### config.mk
export PLATFORM = sky130hd
export DESIGN_NAME = apb_reg_device_flat
export DESIGN_NICKNAME = d
export VERILOG_FILES = /design/src/pkg/apb_link_pkg.sv /design/src/pkg/apb_link_if.sv /design/src/logic/apb_reg_device.sv /design/src/logic/reset_release.sv /design/src/flat_wrapper.sv
export SDC_FILE = /design/constraint.sdc
export NUM_CORES = 1
export LEC_CHECK = 0
export ABC_AREA = 1
export BUFFER_PORTS_ARGS = -buffer_cell sky130_fd_sc_hd__buf_2
export CORE_MARGIN = 1.5
export CORE_UTILIZATION = 50
export DETAILED_ROUTE_END_ITERATION = 10
export PLACE_DENSITY = 0.77
export SETUP_SLACK_MARGIN = 0.02
export SLEW_MARGIN = 30
export SYNTH_ARGS = -nofsm -noshare
export SYNTH_HDL_FRONTEND = slang
export SYNTH_SLANG_ARGS = --single-unit
### constraint.sdc
create_clock -name clk_sys -period 26.5 [get_ports clk_sys]
set_input_delay 2.65 -clock clk_sys [delete_from_list [all_inputs] [get_ports clk_sys]]
set_output_delay 2.65 -clock clk_sys [all_outputs]
set_load 0.01 [all_outputs]
### src/pkg/apb_link_pkg.sv
// shared constants for the register port and its bus master
package apb_link_pkg;

    localparam int ADDR_HI = 11;
    localparam int ADDR_LO = 2;
    localparam int DATA_W = 32;
    localparam int STRB_W = 4;
    localparam int PROT_W = 3;
    localparam int PROT_SECURE_BIT = 1;
    localparam int PROT_INSTR_BIT = 2;
    localparam int IDX_W = ADDR_HI - ADDR_LO + 1;

    // word indices of the register bank
    localparam int REG_COUNT = 8;
    localparam logic [IDX_W-1:0] STATUS_IDX = 10'h008;

    // status word field positions
    localparam int ST_GATE_BIT = 0;
    localparam int ST_OVR_BIT = 1;
    localparam int ST_ERRCNT_LO = 8;
    localparam int ST_WRCNT_LO = 16;

    localparam logic [DATA_W-1:0] REG_RESET = 32'h0000_0000;

    // interconnect runs at clk_sys divided by this; 1 means same rate
    localparam int BUS_CLK_DIV = 2;
    localparam int DIV_W = 4;
    localparam logic [DIV_W-1:0] DIV_LAST = DIV_W'(BUS_CLK_DIV - 1);
    localparam logic CLKEN_RESET = (BUS_CLK_DIV == 1);

endpackage : apb_link_pkg

### src/pkg/apb_link_if.sv
// register bus between the interconnect master and the device port
`timescale 1ns/1ps
`default_nettype none

interface apb_link_if;
    import apb_link_pkg::*;

    logic bus_clock_enable;
    logic [ADDR_HI:ADDR_LO] paddr;
    logic [PROT_W-1:0] pprot;
    logic psel;
    logic penable;
    logic pwrite;
    logic [DATA_W-1:0] pwdata;
    logic [STRB_W-1:0] pstrb;
    logic [DATA_W-1:0] prdata;
    logic pready;
    logic pslverr;

    modport device (
        input bus_clock_enable, paddr, pprot, psel, penable, pwrite, pwdata, pstrb,
        output prdata, pready, pslverr
    );

    modport master (
        output bus_clock_enable, paddr, pprot, psel, penable, pwrite, pwdata, pstrb,
        input prdata, pready, pslverr
    );

endinterface : apb_link_if

`default_nettype wire

### src/logic/apb_reg_device.sv
// device end: register port of the self-test controller
`timescale 1ns/1ps
`default_nettype none

module apb_reg_device
    import apb_link_pkg::*;
(
    input wire logic clk_sys, // system and bus clock
    input wire logic system_reset_low, // system reset, active low
    input wire logic test_clock_gate_override, // test pin, forces gates open
    apb_link_if.device bus, // register bus
    output logic [DATA_W-1:0] control_word, // contents of word 0
    output logic clock_gate_open // architectural gate state
);

    logic rst;
    logic [IDX_W-1:0] word_idx;
    logic idx_in_bank;
    logic idx_is_status;
    logic access_go;
    logic access_done;
    logic access_err;
    logic write_en;
    logic gate_open;
    logic [DATA_W-1:0] read_word;
    logic [DATA_W-1:0] status_word;
    logic [DATA_W-1:0] bank_word;

    logic [DATA_W-1:0] bank_reg [REG_COUNT];
    logic [DATA_W-1:0] prdata_reg;
    logic pready_reg;
    logic pslverr_reg;
    logic ovr_q1_reg;
    logic ovr_q2_reg;
    logic ovr_q3_reg;
    logic ovr_reg;
    logic gate_reg;
    logic [15:0] write_count_reg;
    logic [7:0] err_count_reg;

    // release in step with the clock so no flop leaves reset mid-cycle
    reset_release rst_gen (
        .clk_sys(clk_sys),
        .reset_low_in(system_reset_low),
        .rst_out(rst)
    );

    // override is a test pin, not from clk_sys logic, so it is filtered
    always_ff @(posedge clk_sys or posedge rst)
    begin
        if (rst)
        begin
            ovr_q1_reg <= 1'b0;
            ovr_q2_reg <= 1'b0;
            ovr_q3_reg <= 1'b0;
        end
        else
        begin
            ovr_q1_reg <= test_clock_gate_override;
            ovr_q2_reg <= ovr_q1_reg;
            ovr_q3_reg <= ovr_q2_reg;
        end
    end

    // a change counts only once the second and third stages agree
    always_ff @(posedge clk_sys or posedge rst)
    begin
        if (rst)
            ovr_reg <= 1'b0;
        else if (ovr_q2_reg == ovr_q3_reg)
            ovr_reg <= ovr_q3_reg;
    end

    // word decode; pprot is not consulted at all
    assign word_idx = bus.paddr;
    assign idx_in_bank = (word_idx < IDX_W'(REG_COUNT));
    assign idx_is_status = (word_idx == STATUS_IDX);
    // neither protection bit takes part in any decode

    // the access phase is seen on the first enable edge with ready low
    assign access_go = bus.bus_clock_enable & bus.psel & bus.penable & ~pready_reg;
    assign access_done = bus.bus_clock_enable & bus.psel & bus.penable & pready_reg;

    // unmapped words fail; the status word cannot be written
    assign access_err = bus.pwrite ? ~idx_in_bank : ~(idx_in_bank | idx_is_status);
    assign write_en = access_go & bus.pwrite & ~access_err;

    // gate opens for bus activity, or always under test override
    assign gate_open = bus.psel | ovr_reg;

    // words 0..7 are storage; any other word except the status word reads as zero
    assign bank_word = idx_in_bank ? bank_reg[word_idx[2:0]] : REG_RESET;

    // built live, so a read sees the counts as of its access edge
    assign status_word = {write_count_reg,
                          err_count_reg,
                          6'h00,
                          ovr_reg,
                          gate_reg};

    assign read_word = idx_is_status ? status_word : bank_word;

    // byte lanes are written independently under their strobe
    genvar lane;
    genvar word;
    generate
        for (word = 0; word < REG_COUNT; word++)
        begin : g_word
            for (lane = 0; lane < STRB_W; lane++)
            begin : g_lane
                logic lane_we;
                assign lane_we = gate_open & write_en & bus.pstrb[lane]
                                 & (word_idx[2:0] == 3'(word));
                always_ff @(posedge clk_sys or posedge rst)
                begin
                    if (rst)
                        bank_reg[word][8*lane +: 8] <= REG_RESET[8*lane +: 8];
                    else if (lane_we)
                        bank_reg[word][8*lane +: 8] <= bus.pwdata[8*lane +: 8];
                end
            end
        end
    endgenerate

    // one wait state always: the answer is computed, then ready is shown
    always_ff @(posedge clk_sys or posedge rst)
    begin
        if (rst)
            pready_reg <= 1'b0;
        else if (access_go)
            pready_reg <= 1'b1;
        else if (access_done)
            pready_reg <= 1'b0;
    end

    // error travels with ready and clears with it
    always_ff @(posedge clk_sys or posedge rst)
    begin
        if (rst)
            pslverr_reg <= 1'b0;
        else if (access_go)
            pslverr_reg <= access_err;
        else if (access_done)
            pslverr_reg <= 1'b0;
    end

    // read data stays put until the next access so a slow master sees it
    always_ff @(posedge clk_sys or posedge rst)
    begin
        if (rst)
            prdata_reg <= REG_RESET;
        else if (access_go)
            prdata_reg <= (bus.pwrite | access_err) ? REG_RESET : read_word;
    end

    // only writes that landed; refused ones go to the error count
    always_ff @(posedge clk_sys or posedge rst)
    begin
        if (rst)
            write_count_reg <= 16'h0000;
        else if (write_en)
            write_count_reg <= write_count_reg + 16'h0001;
    end

    // saturates so a stuck master cannot wrap the count back to zero
    always_ff @(posedge clk_sys or posedge rst)
    begin
        if (rst)
            err_count_reg <= 8'h00;
        else if (access_go & access_err & (err_count_reg != 8'hff))
            err_count_reg <= err_count_reg + 8'h01;
    end

    // registered so the gate output comes from a flop; lags one cycle
    always_ff @(posedge clk_sys or posedge rst)
    begin
        if (rst)
            gate_reg <= 1'b0;
        else
            gate_reg <= gate_open;
    end

    // every bus output is a flop, so the master sees settled values
    assign bus.prdata = prdata_reg;
    assign bus.pready = pready_reg;
    assign bus.pslverr = pslverr_reg;
    assign control_word = bank_reg[0];
    assign clock_gate_open = gate_reg;

endmodule : apb_reg_device

`default_nettype wire

### src/logic/reset_release.sv
// reset stretcher: asserts at once, releases on a clock edge
`timescale 1ns/1ps
`default_nettype none

module reset_release (
    input wire logic clk_sys, // system clock
    input wire logic reset_low_in, // raw active-low reset
    output logic rst_out // active-high reset, clean release
);

    logic stage1_reg;
    logic stage2_reg;

    always_ff @(posedge clk_sys or negedge reset_low_in)
    begin
        if (!reset_low_in)
        begin
            stage1_reg <= 1'b1;
            stage2_reg <= 1'b1;
        end
        else
        begin
            stage1_reg <= 1'b0;
            stage2_reg <= stage1_reg;
        end
    end

    assign rst_out = stage2_reg;

endmodule : reset_release

`default_nettype wire

### src/flat_wrapper.sv
// flat-port wrapper written by rule: the top's interface ports become plain ports
module apb_reg_device_flat import apb_link_pkg::*;
  (clk_sys, system_reset_low, test_clock_gate_override, control_word, clock_gate_open, bus_bus_clock_enable, bus_paddr, bus_pprot, bus_psel, bus_penable, bus_pwrite, bus_pwdata, bus_pstrb, bus_prdata, bus_pready, bus_pslverr);
  apb_link_if bus_i ();
  input wire logic clk_sys;
  input wire logic system_reset_low;
  input wire logic test_clock_gate_override;
  output logic [DATA_W-1:0] control_word;
  output logic clock_gate_open;
  input wire logic [$bits(bus_i.bus_clock_enable)-1:0] bus_bus_clock_enable;
  input wire logic [$bits(bus_i.paddr)-1:0] bus_paddr;
  input wire logic [$bits(bus_i.pprot)-1:0] bus_pprot;
  input wire logic [$bits(bus_i.psel)-1:0] bus_psel;
  input wire logic [$bits(bus_i.penable)-1:0] bus_penable;
  input wire logic [$bits(bus_i.pwrite)-1:0] bus_pwrite;
  input wire logic [$bits(bus_i.pwdata)-1:0] bus_pwdata;
  input wire logic [$bits(bus_i.pstrb)-1:0] bus_pstrb;
  output wire logic [$bits(bus_i.prdata)-1:0] bus_prdata;
  output wire logic [$bits(bus_i.pready)-1:0] bus_pready;
  output wire logic [$bits(bus_i.pslverr)-1:0] bus_pslverr;
  assign bus_i.bus_clock_enable = bus_bus_clock_enable;
  assign bus_i.paddr = bus_paddr;
  assign bus_i.pprot = bus_pprot;
  assign bus_i.psel = bus_psel;
  assign bus_i.penable = bus_penable;
  assign bus_i.pwrite = bus_pwrite;
  assign bus_i.pwdata = bus_pwdata;
  assign bus_i.pstrb = bus_pstrb;
  assign bus_prdata = bus_i.prdata;
  assign bus_pready = bus_i.pready;
  assign bus_pslverr = bus_i.pslverr;
  apb_reg_device u_core (.clk_sys(clk_sys), .system_reset_low(system_reset_low), .test_clock_gate_override(test_clock_gate_override), .bus(bus_i), .control_word(control_word), .clock_gate_open(clock_gate_open));
endmodule
# --- Word-level counts from Yosys, hierarchy flattened ---
# Cells that the tools add are included.
word_totals:
  reg_bits: 321
  elab_cells: 123
op_classes:
  add_sub_neg: 2
  n_lt_le_gt_ge: 2
  n_eq_ne: 10
  muxes: 10
  bitwise_logic: 53
  n_reduce_logical: 2
ops:
  columns: ["cell", "count"]
  rows:
  - ["32-bit two-way mux", 5]
  - ["32-bit binary-select mux with 3-bit select", 1]
  - ["1-bit AND", 45]
  - ["16-bit by 1-bit adder with 16-bit output, second input constant", 1]
  - ["3-bit == test, second input constant", 4]
  - ["10-bit by 4-bit == test with 1-bit output, second input constant", 1]
  - ["10-bit by 4-bit < comparator with 1-bit output, second input constant", 1]
  - ["8-bit by 1-bit adder with 8-bit output, second input constant", 1]
  - ["8-bit inequality test, second input constant", 1]
  - ["3-bit by 2-bit == test with 1-bit output, second input constant", 2]
  - ["4-bit greater-or-equal comparator, second input constant", 1]
  - ["1-bit two-way mux", 4]
  - ["1-bit inverter", 4]
  - ["3-bit inverter with 4-bit output", 1]
  - ["3-bit by 1-bit == test with 1-bit output, second input constant", 1]
  - ["3-bit logical NOT", 1]
  - ["1-bit bitwise OR", 3]
  - ["2-bit nonzero test", 1]
  - ["1-bit == test", 1]

# --- Longest topological paths before layout ---
depth:
  ltp_word: 9
  depth_mapped: 13

# --- Cells and area by module ---
# A second synthesis with hierarchy kept.
hier_totals:
  hier_cells: 2125
  area_unflattened_um2: 15615.0
modules_own_cells:
  columns: ["mod", "n_inst", "cells_per_inst", "area_each_um2"]
  rows:
  - ["apb_reg_device", 1, 2122, 15558.7]
  - ["reset_release", 1, 3, 56.3]

# --- Worst setup path after synthesis ---
# No wires, ideal clock.
synth_path:
  kind: "input -> register"
  start: "in bus_paddr[9]"
  end: "reg u_core.bank_reg[0] (netlist bit)"
  t_arrival_ns: 4.089
  path_slack_ns: 22.346
  cell_stages: 9
  cell_sequence: "nor2_1 nand2_1 nor2_4 inv_2 nor3_4 nand2_4 nor2_4 nand2_1 nand2_1"
synth_via:
  elab_chain_len: 9
  elab_cells_between_ends: 11
  classes_between: "1 x order compare; 1 x eq/ne; 1 x mux; 8 x bitwise"
synth_rtl:
  columns: ["element", "line", "text"]
  rows:
  - ["start: declaration", "flat_wrapper.sv:11", "input wire logic [$bits(bus_i.paddr)-1:0] bus_paddr;"]
  - ["10-bit by 4-bit < comparator with 1-bit output or 10-bit by 4-bit == test with 1-bit output (tied branches)", "apb_reg_device.sv:76, apb_reg_device.sv:77", null]
  - ["1-bit bitwise OR", "apb_reg_device.sv:85", "assign access_err = bus.pwrite ? ~idx_in_bank : ~(idx_in_bank | idx_is_status);"]
  - ["1-bit inverter", "apb_reg_device.sv:85", null]
  - ["1-bit two-way mux *", "apb_reg_device.sv:85", null]
  - ["1-bit inverter *", "apb_reg_device.sv:86", "assign write_en = access_go & bus.pwrite & ~access_err;"]
  - ["1-bit AND *", "apb_reg_device.sv:86", null]
  - ["1-bit AND * (2 in series)", "apb_reg_device.sv:112", "assign lane_we = gate_open & write_en & bus.pstrb[lane]"]
  - ["1-bit AND *", "apb_reg_device.sv:113", "& (word_idx[2:0] == 3'(word));"]
  - ["end signal: indexed assignment", "apb_reg_device.sv:117", "bank_reg[word][8*lane +: 8] <= REG_RESET[8*lane +: 8];"]
  - ["end signal: indexed assignment", "apb_reg_device.sv:119", "bank_reg[word][8*lane +: 8] <= bus.pwdata[8*lane +: 8];"]
  - ["end: declaration", "apb_reg_device.sv:29", "logic [DATA_W-1:0] bank_reg [REG_COUNT];"]
# Mark *: on every way between the ends. The rest lies on a longest branch, timed or not.
# A chain may end at the register's enable or synchronous reset.

# --- Worst setup path in the final report ---
layout_path:
  start: "in bus_paddr[9]"
  end: "reg u_core.bank_reg[78] (netlist bit)"
# The elaborated chain is that of the path after synthesis.

==> results.py <==
metrics = {
    "die": {
        "fp-row-count": 64,
        "io_pins": 123,
        "start_util_pct": 50.9,
        "core_um2": 30600,
        "die_w_um": 179,
        "die_y_um": 179,
        "dieArea_um2": 32200,
    },
    "clocking": {
        "cts_tree": "built",
        "ctsHtreeMaxLevel": 2,
        "cts.sinks": 321,
        "cts_buffers": 36,
        "clock_latency_ns": 0.52,
        "clock_tree.buffer_depth": 3,
        "post_cts_buffers": 0,
        "cts.clk_slew.worst_paths_ns": 0.06,
        "cts_root_buf": "clkbuf_16",
        "cts-resized-gates": 0,
        "cts_hold_buffers": 0,
    },
    "synthesis": {
        "synth-seq-cells": 321,
        "netlist_area_um2": 15600,
        "syn_avg_cell_area_um2": 7.32,
        "yosysSeqAreaShare_pct": 51.6,
        "synth.net_count": 2184,
        "ys_types": 28,
        "ys_warn_count": 0,
        "synthCells": 2126,
    },
    "worst_setup_path": {
        "r2r_cells": 8,
        "startpoint_type": "input pin",
        "r2r_start": "u_core.bus.pready",
        "r2r-end": "u_core.bank_reg[78]",
        "cp_max_fo": 28,
        "worstPathRequired_ns": 26.91,
        "crit_type": "input pin to register",
        "r2r_slack_ns": 23.63,
        "worstPathArrival_ns": 5.60,
        "endpoint_kind": "register",
    },
    "sta": {
        "worstMarginPinSlew_ns": 0.905,
        "fmax_mhz": 193,
        "rsz0062_at_grt": "no",
        "fin_tns_setup_ns": 0,
        "hold_viol": 0,
        "drv_slew": 0,
        "period_share_pct": 19.6,
        "finClkSkew_ns": 0.0215,
        "setup_viol": 0,
        "setup_slack_ns": 21.31,
        "maxSlewHeadroom_pct": 39.5,
        "fin_crit_ns": 5.19,
    },
    "placed_design": {
        "place_ws_ns": 20.92,
        "gp_congestion": 0.901,
        "hpwl_mm": 28.1,
        "portBuffers": 119,
    },
    "global_route": {
        "grt_max_degree": 103,
        "grt_pass1_wl_mm": 70.8,
        "grt_overflow": 0,
        "first_global_vias": 13500,
        "grt_antenna_before_repair": 2,
        "grtUsageTotal_pct": 27.2,
    },
    "route": {
        "ant_nets": 0,
        "drc": 0,
        "drtPass1Iterations": 6,
        "routed_wl_mm": 43.6,
        "via_count": 14000,
        "wire_per_inst_um": 16.7,
        "drt_iter0_drc": 1447,
        "via_per_inst": 5.38,
    },
    "power_and_ir_drop": {
        "p_leak_nw": 10.2,
        "ir_drop_mv": 0.0390,
        "power.density_nw_per_um2": 62.3,
    },
    "final_layout": {
        "drive_gt1_share_pct": 11.2,
        "seq_area_um2": 8040,
        "nNetsFinal": 2242,
        "multi_input_area_um2": 6860,
        "fillers": 2721,
        "largest_reg_flops": 224,
        "synthToLayoutAreaGrowth_pct": 12.0,
    },
    "hold_path": {
        "holdCritPathClass": "register to asynchronous set/reset pin",
    },
    "status": {
        "outcome": "finished clean",
    },
    "run": {
        "cap_viol_max_count": 0,
    },
}
## cells in the final DEF (no fill, tap or decap), drive strengths merged, types with 7 or more instances in the layout
cell type  instances
nor2             399
dfrtp            319
clkinv             8
or2                7
xnor2              8
xor2              11
o22ai             10
nand4             11
buf              128
clkbuf            51
nand3             42
o21ai             19
nor3              10
nand2           1134
inv               41
## power by group
part            total, W  leakage (nW)  internal, W  switching (W)
clock network   0.000517         0.609     0.000317       0.000200
logic          0.0000713          5.15    0.0000186      0.0000527
registers       0.000499          4.41     0.000495     0.00000435
## synth_stat cells, drive strengths merged
cell type,n,area [um^2]
dfstp,2,52.6
o21ai,19,95.1
inv,40,150
nor3,10,72.6
buf,48,305
a21oi,1,5.00
clkinv,1,3.75
nand2,1134,4290
xor2,11,96.3
nor2,399,1790
maj3,1,10.0
dfrtp,319,7980
nand4,11,68.8
xnor2,8,70.1
or2,7,43.8
ha,2,25.0
conb,1,3.75
clkbuf,60,225
nand3,42,210
o22ai,10,62.6
## critical path: stages
cell	delay, ns
buf_2	0.09
nor2_1	0.14
nand2_1	0.11
nor2_4	0.71
inv_2	0.19
nor2_4	0.30
nand2_1	0.46
nor2_4	0.35
nand2_1	0.31
nand2_1	0.19
nand2_1	0.08
## worst max-delay path by stage
| stage | slack (ns) | from | end |
|---|---|---|---|
| 6_report | 21.31 | bus_paddr[9] | u_core.bank_reg[78] |
| 3_5_place_dp | 20.92 | bus_paddr[9] | u_core.bank_reg[78] |
| 5_1_grt | 21.16 | bus_paddr[9] | u_core.bank_reg[78] |
| 2_1_floorplan | 17.36 | u_core.rst_gen.rst_out | u_core.bank_reg[0] |
| 3_3_place_gp | 20.95 | bus_paddr[9] | u_core.bank_reg[214] |
| 4_1_cts | 21.37 | bus_paddr[9] | u_core.bank_reg[78] |
## area by class of cell
| type | instances | share of cell area, % |
|---|---|---|
| inverter | 41 | 0.925 |
| multi-input combinational | 1656 | 39.3 |
| antenna | 1 | 0.0143 |
| sequential | 321 | 46.1 |
| tap | 396 | 2.84 |
| clock inverter | 12 | 0.940 |
| timing repair buffer | 128 | 3.84 |
| clock buffer | 51 | 6.07 |
## per-layer routing
metal / routed length (um) / GRT usage [%]
met1: 18500 / 37.7
met2: 19600 / 41.9
met3: 4030 / 5.25
met4: 1440 / 11.5
met5: 13 / 0
## logic make-up after synthesis
family | synth area share [%]
AOI/OAI and AO/OA | 1.04
xor gates and xnor gates | 1.07
adders and majority gates | 0.225
buffers and inverters | 4.40
DFF | 51.6
other | 0.0241
and+or+nand+nor | 41.6
## metrics by stage
step	hold slack (ns)	area, um^2	util, %	instances	power, W
final	0.350	17400	57.0	2606	0.00109
after global routing	0.360	17400	57.0	2605	0.00112
after CTS	0.355	17400	57.0	2605	0.00109
after detailed placement	0.346	16200	53.0	2542	0.000578
after global placement	0.334	16200	53.0	2542	0.000576
after floorplan	0.331	15600	-	2126	0.000555
Note: power is estimated with default switching activity, not from simulation.
